==> src/rtl/psl_map.vh <==
`ifndef PSL_MAP_VH
`define PSL_MAP_VH

// ----------------------------------------
// Timing
// ----------------------------------------
`define PSL_CLK_HZ       25000000
`define PSL_BLINK_MS     40
`define PSL_BLINK_CYC    ((`PSL_CLK_HZ / 1000) * `PSL_BLINK_MS)
`define PSL_HOLD_PERIODS 2'h2

// ----------------------------------------
// Port counts
// ----------------------------------------
`define PSL_NPORTS       8
`define PSL_NCFG         4

// ----------------------------------------
// Link mode codes
// ----------------------------------------
`define PSL_MODE_AUTO    2'h0
`define PSL_MODE_F100    2'h1
`define PSL_MODE_F10     2'h2

// ----------------------------------------
// Switch field positions within a pair
// ----------------------------------------
`define PSL_SW_FULL_BIT  0
`define PSL_SW_10M_BIT   1

`endif

==> src/rtl/psl_port_status.v <==
`timescale 1ns/1ps
`include "psl_map.vh"
module psl_port_status #(
  parameter NPORTS    = `PSL_NPORTS,
  parameter NCFG      = `PSL_NCFG,
  parameter BLINK_CYC = `PSL_BLINK_CYC
) (
  // Clock and reset
  input  wire                mclk,
  input  wire                arst_n,
  // Configuration switches, bit 0 is switch 1, ON = 1
  input  wire [2*NCFG-1:0]   cfg_sw,
  // Per-port levels from the PHYs (same clock)
  input  wire [NPORTS-1:0]   link_up,
  input  wire [NPORTS-1:0]   full_duplex,
  input  wire [NPORTS-1:0]   speed_100,
  // Per-port event pulses (same clock, no synchroniser)
  input  wire [NPORTS-1:0]   frame_evt,
  input  wire [NPORTS-1:0]   coll_evt,
  // Link mode request to the PHYs, two bits per port
  output reg  [2*NPORTS-1:0] link_mode,
  // Indicators, high = lit
  output reg  [NPORTS-1:0]   led_link_act,
  output reg  [NPORTS-1:0]   led_dpx_col,
  output reg  [NPORTS-1:0]   led_speed
);

  // ----------------------------------------
  // Switch synchroniser
  // ----------------------------------------
  // Switches move at any time; two flops keep metastability out of the decode
  reg [2*NCFG-1:0] sw_meta_ff;
  reg [2*NCFG-1:0] sw_sync_ff;

  always @(posedge mclk or negedge arst_n) begin
    if (!arst_n) begin
      sw_meta_ff <= {2*NCFG{1'h0}};
      sw_sync_ff <= {2*NCFG{1'h0}};
    end else begin
      sw_meta_ff <= cfg_sw;
      sw_sync_ff <= sw_meta_ff;
    end
  end

  // ----------------------------------------
  // Link mode decode
  // ----------------------------------------
  // Full switch OFF makes the speed switch a don't-care; code 3 never appears
  function [1:0] psl_decode;
    input full_on;
    input ten_on;
    begin
      if (!full_on)
        psl_decode = `PSL_MODE_AUTO;
      else if (ten_on)
        psl_decode = `PSL_MODE_F10;
      else
        psl_decode = `PSL_MODE_F100;
    end
  endfunction

  reg [2*NPORTS-1:0] nxt_link_mode;
  integer m;

  always @* begin
    nxt_link_mode = {2*NPORTS{1'h0}};
    for (m = 0; m < NCFG; m = m + 1) begin
      nxt_link_mode[2*m +: 2] = psl_decode(sw_sync_ff[2*m + `PSL_SW_FULL_BIT],
                                           sw_sync_ff[2*m + `PSL_SW_10M_BIT]);
    end

    // Ports past the switch bank always negotiate
    for (m = NCFG; m < NPORTS; m = m + 1) begin
      nxt_link_mode[2*m +: 2] = `PSL_MODE_AUTO;
    end
  end

  // ----------------------------------------
  // Link mode register
  // ----------------------------------------
  // Registered so the PHYs see one clean mode change
  always @(posedge mclk or negedge arst_n) begin
    if (!arst_n) begin
      link_mode <= {2*NPORTS{1'h0}};
    end else begin
      link_mode <= nxt_link_mode;
    end
  end

  // ----------------------------------------
  // Blink timebase
  // ----------------------------------------
  // One shared square wave keeps all blinking LEDs in phase
  // 32 bits cover any practical half period at this clock
  localparam CW = 32;
  reg [CW-1:0] tick_cnt_ff;
  reg          phase_ff;

  // One-cycle enable at each half period; >= recovers from any overshoot
  wire half_tick  = (tick_cnt_ff >= BLINK_CYC[CW-1:0] - 32'h1);
  wire period_end = half_tick & phase_ff;

  always @(posedge mclk or negedge arst_n) begin
    if (!arst_n) begin
      tick_cnt_ff <= {CW{1'h0}};
    end else if (half_tick) begin
      tick_cnt_ff <= {CW{1'h0}};
    end else begin
      tick_cnt_ff <= tick_cnt_ff + 32'h1;
    end
  end

  always @(posedge mclk or negedge arst_n) begin
    if (!arst_n) begin
      phase_ff <= 1'h0;
    end else if (half_tick) begin
      phase_ff <= ~phase_ff;
    end
  end

  // ----------------------------------------
  // Event stretchers
  // ----------------------------------------
  // A new event reloads the hold, so it wins over a period-end decrement
  function [1:0] psl_hold_next;
    input       evt;
    input       tick;
    input [1:0] hold;
    begin
      if (evt)
        psl_hold_next = `PSL_HOLD_PERIODS;
      else if (tick && hold != 2'h0)
        psl_hold_next = hold - 2'h1;
      else
        psl_hold_next = hold;
    end
  endfunction

  // Hold each event until two period ends pass (one to two blink periods) so one dark phase is always shown
  // Steady traffic keeps reloading, so the lamp blinks for as long as it lasts
  reg [1:0] act_hold_ff [0:NPORTS-1];
  reg [1:0] col_hold_ff [0:NPORTS-1];
  integer   k;

  always @(posedge mclk or negedge arst_n) begin
    if (!arst_n) begin
      for (k = 0; k < NPORTS; k = k + 1) begin
        act_hold_ff[k] <= 2'h0;
        col_hold_ff[k] <= 2'h0;
      end
    end else begin
      for (k = 0; k < NPORTS; k = k + 1) begin
        act_hold_ff[k] <= psl_hold_next(frame_evt[k], period_end, act_hold_ff[k]);
        col_hold_ff[k] <= psl_hold_next(coll_evt[k], period_end, col_hold_ff[k]);
      end
    end
  end

  // ----------------------------------------
  // Indicator decode
  // ----------------------------------------
  // Blink while a hold runs, else show the steady state
  // Shared phase: a blink may open in its dark half
  // Every lamp goes dark while the link is down
  function psl_lamp;
    input       link;
    input [1:0] hold;
    input       phase;
    input       steady;
    begin
      if (!link)
        psl_lamp = 1'h0;
      else if (hold != 2'h0)
        psl_lamp = phase;
      else
        psl_lamp = steady;
    end
  endfunction

  reg [NPORTS-1:0] nxt_led_link_act;
  reg [NPORTS-1:0] nxt_led_dpx_col;
  reg [NPORTS-1:0] nxt_led_speed;
  integer p;

  always @* begin
    nxt_led_link_act = {NPORTS{1'h0}};
    nxt_led_dpx_col  = {NPORTS{1'h0}};
    nxt_led_speed    = {NPORTS{1'h0}};
    for (p = 0; p < NPORTS; p = p + 1) begin
      nxt_led_link_act[p] = psl_lamp(link_up[p], act_hold_ff[p], phase_ff, 1'h1);
      nxt_led_dpx_col[p]  = psl_lamp(link_up[p], col_hold_ff[p], phase_ff, full_duplex[p]);
      nxt_led_speed[p]    = psl_lamp(link_up[p], 2'h0, phase_ff, speed_100[p]);
    end
  end

  // ----------------------------------------
  // Indicator registers
  // ----------------------------------------
  // Registered so the lamps never glitch
  always @(posedge mclk or negedge arst_n) begin
    if (!arst_n) begin
      led_link_act <= {NPORTS{1'h0}};
      led_dpx_col  <= {NPORTS{1'h0}};
      led_speed    <= {NPORTS{1'h0}};
    end else begin
      led_link_act <= nxt_led_link_act;
      led_dpx_col  <= nxt_led_dpx_col;
      led_speed    <= nxt_led_speed;
    end
  end

endmodule // psl_port_status

==> config.mk <==
export PLATFORM = sky130hd
export DESIGN_NAME = psl_port_status
export DESIGN_NICKNAME = d
export VERILOG_FILES = /design/src/rtl/psl_port_status.v
export VERILOG_INCLUDE_DIRS = /design/src /design/src/rtl
export SDC_FILE = /design/constraint.sdc
export NUM_CORES = 1
export LEC_CHECK = 0
export BUFFER_PORTS_ARGS = -buffer_cell sky130_fd_sc_hd__buf_2
export CORE_MARGIN = 5
export CORE_UTILIZATION = 41
export CTS_BUF_LIST = sky130_fd_sc_hd__clkbuf_4
export DETAILED_ROUTE_END_ITERATION = 6
export GPL_TIMING_DRIVEN = 0
export PLACE_DENSITY = 0.73
export SLEW_MARGIN = 20
export SYNTH_ARGS = -nofsm -noshare
export SYNTH_HDL_FRONTEND = slang
export SYNTH_SLANG_ARGS = --single-unit
==> constraint.sdc <==
create_clock -name mclk -period 2.5 [get_ports mclk]
set_input_delay 0.25 -clock mclk [delete_from_list [all_inputs] [get_ports mclk]]
set_output_delay 0.25 -clock mclk [all_outputs]
set_load 0.05 [all_outputs]
==> run metrics <==
top cell type's share of synthesized area=59.88%; CTS clock-pin slew for the worst setup and hold paths=0.11 ns; layout cells sized above 1=20.99%; Cell Chain, Critical Path=nor4_2 > a211oi_1 > a211oi_4 > clkbuf_1 > o21ai_0 > a21oi_1; Post-synth EDFFs=0; cell taking the most area after synthesis=dfrtp_1; initial antenna violation count=0; design area=0.006302 mm²; largest net degree at the start of global routing=82; vias in the first global route=between 3000 and 4000; dpl cells=676; Wirelength per Cell=14.11 µm; fin crit share=between 80% and 90%; Cell Count, Final, Fillers Out=767; final setup fails=0; IO Pins=90; post-layout minimum cycle time=2.228 ns; clock buffer count from CTS=17; setup TNS=0 ns; Clock Latency Late Sink=around 0.53 ns; Die Wd=117.3 µm; Filler cells=968; sequential share of the synthesized area=approximately three fifths; Vias/cell=4.881; CP endpoint kind=register; Slew HR=56.09%; synth cell count leaders=113 x dfrtp_1, 46 x inv_1, 31 x nor2_1; crit start category=register; Worst Setup SP=tick_cnt_ff[13]; Syn Inst Count=approximately 430; GRT Residual Overflow=0; DRT iter0 DRCs=165; via count=3744; input/output buffers=81; HPWL Detailed=slightly above 7 mm; Cell Pwr Density=633.5 mW/mm²; GRT busiest layer=met2; Max FO, Critical Path=10; clock root cell=clkbuf_4; die area=about 0.014 mm²; Slew Viols, Final=0; clock tree buffer depth=2; critical setup path kind=register to register; Antenna Cells=0; syn avg cell area=10.93 µm²; Hold Crit Class=primary input to asynchronous set/reset pin; Synth Flop Type=dfrtp_1; Cell variety after synth=38; Post-CTS Resized=0; met1 Use GR=between 10% and 20%; post-synthesis cell area=0.004722 mm²; CTS Sinks=around 110; Max Cap Violations=0; # rows=39; gr usage total=16.69%; htree depth=4; Max Fclk=448.8 MHz; Peak VDD IR=0.0003733 V; Pre-antenna DRT Iters=5; Async SR Flop Fraction=100.0%; Clock Skew=0.01898 ns; Final Util=55.43%; r2r startpoint=tick_cnt_ff[13]; Synth-to-Final Area Change=33.47%; Critical Path RT=around 2.9 ns; outcome=finished clean; GP Congestion=0.7667; core box area=0.01137 mm²; Initial Util=41.53%; critical path's largest stage delay=0.45 ns; final hold vios=0; crit path DAT=2.67 ns; Least-Margin Pin Slew=0.6587 ns; wirelength, routed=10.83 mm; met3 GRT Util=5.775%; Lkg Pwr=between 0.003 and 0.004 µW; antenna-violating nets left=0; Die Ht=117.3 µm; Yosys warnings=0; CTS tree=yes; top-count cell post-synth=dfrtp_1; Pwr Total=3992 µW; Synth area leaders=dfrtp_1 60%, ha_1 4.5%, inv_1 3.7%; Post-route DRC=0; placed inst area=between 0.005 and 0.006 mm²; met2 usage in global routing=about 29%; nets@finish=678; FF+latch count, synth=113; slowest CP cell=dfrtp_1; first-pass GRT wire length=18.81 mm; RSZ-0062 raised after global routing=no
-- area by class of cell --
type | instances | area [µm²] | share of cell area (%)
sequential | 113 | 2828 | 44.87
multi-input combinational | 272 | 1664 | 26.40
timing repair buffer | 141 | 1030 | 16.34
tap | 143 | 178.9 | 2.839
inverter | 46 | 172.7 | 2.740
clock inverter | 14 | 165.2 | 2.621
clock buffer | 18 | 135.1 | 2.144
buffer | 20 | 128.9 | 2.045
-- sequential cells by signal, summed over array words and instances, names as in the netlist --
signal        cells
col_hold_ff      16
led_link_act      8
act_hold_ff      16
sw_meta_ff        8
tick_cnt_ff      32
led_dpx_col       8
phase_ff          1
link_mode         8
led_speed         8
sw_sync_ff        8
-- cells by family (layout without fill, tap and decap cells) --
group	count (synthesis)	in the layout	share of synthesized area, %
simple gates	127	127	14.47
other cells	1	20	0.07942
flops	113	113	59.88
compound gates	95	95	12.27
buf+inv	66	239	6.385
xor+xnor	13	13	2.411
fa+ha+maj	17	17	4.504
-- cells in the final DEF (no fill, tap or decap), types with 4 or more instances in the layout --
master	synthesis	layout
nor4_1	6	6
o21ai_0	30	30
dfrtp_1	113	113
o21ai_1	7	7
inv_1	46	46
a21oi_1	25	25
xnor2_1	11	11
buf_4	9	9
clkbuf_1	4	4
clkbuf_4	0	18
ha_1	17	17
or3_1	20	20
nand2b_1	16	16
buf_2	3	83
a31oi_1	4	4
nor2_1	31	31
o311ai_1	10	10
dlygate4sd3_1	0	59
and2_1	13	13
a21boi_0	8	8
conb_1	1	20
nand2_1	17	17
o21a_1	8	8
nor2b_1	4	4
nand3_1	9	9
-- per-stage QoR --
stage          hold slack (ns)  worst slack (ns)
4_1_cts                 0.1415            0.2580
5_1_grt                 0.1582           0.08732
3_3_place_gp            0.3333           -0.1333
3_5_place_dp            0.1648            0.3152
6_report                0.1679            0.2716
2_1_floorplan         -0.04559            0.7516
-- final timing paths --
| check | slack [ns] | end | depth (start not counted) |
|---|---|---|---|
| max reg2reg | 0.27 | act_hold_ff[10] | 6 |
| min reg2reg | 0.36 | sw_sync_ff[3] | 0 |
| min in group mclk | 0.36 | sw_meta_ff[3] | 2 |
| max | 0.27 | act_hold_ff[10] | 6 |
| min | 0.17 | col_hold_ff[8] | 2 |
| max in group asynchronous | 1.67 | sw_sync_ff[5] | 3 |
-- worst max-delay path: cells and delay by family (launching register included) --
| family | cells | cell delay, ns |
|---|---|---|
| AO/OA/AOI/OAI | 4 | 0.91 |
| buffers and inverters | 1 | 0.42 |
| flip-flops | 1 | 0.45 |
| AND/OR/NAND/NOR | 1 | 0.36 |
-- repair_timing --
item,CTS,global route
hold buffers,59,0
buffers inserted,0,0
hold endpoints to repair,154,0
endpoints found under the setup margin,0,0
-- metal layers --
metal,up-vias,wire (µm)
met2,75,5839
met4,0,208
met3,18,497
met5,-,0
met1,1851,4281
li1,1800,-
-- where the power goes --
part	switching [µW]	internal [µW]	total [µW]
logic	356	247	603
registers	40.2	1930	1970
clock network	721	700	1420
(Power assumes the default switching activity.)
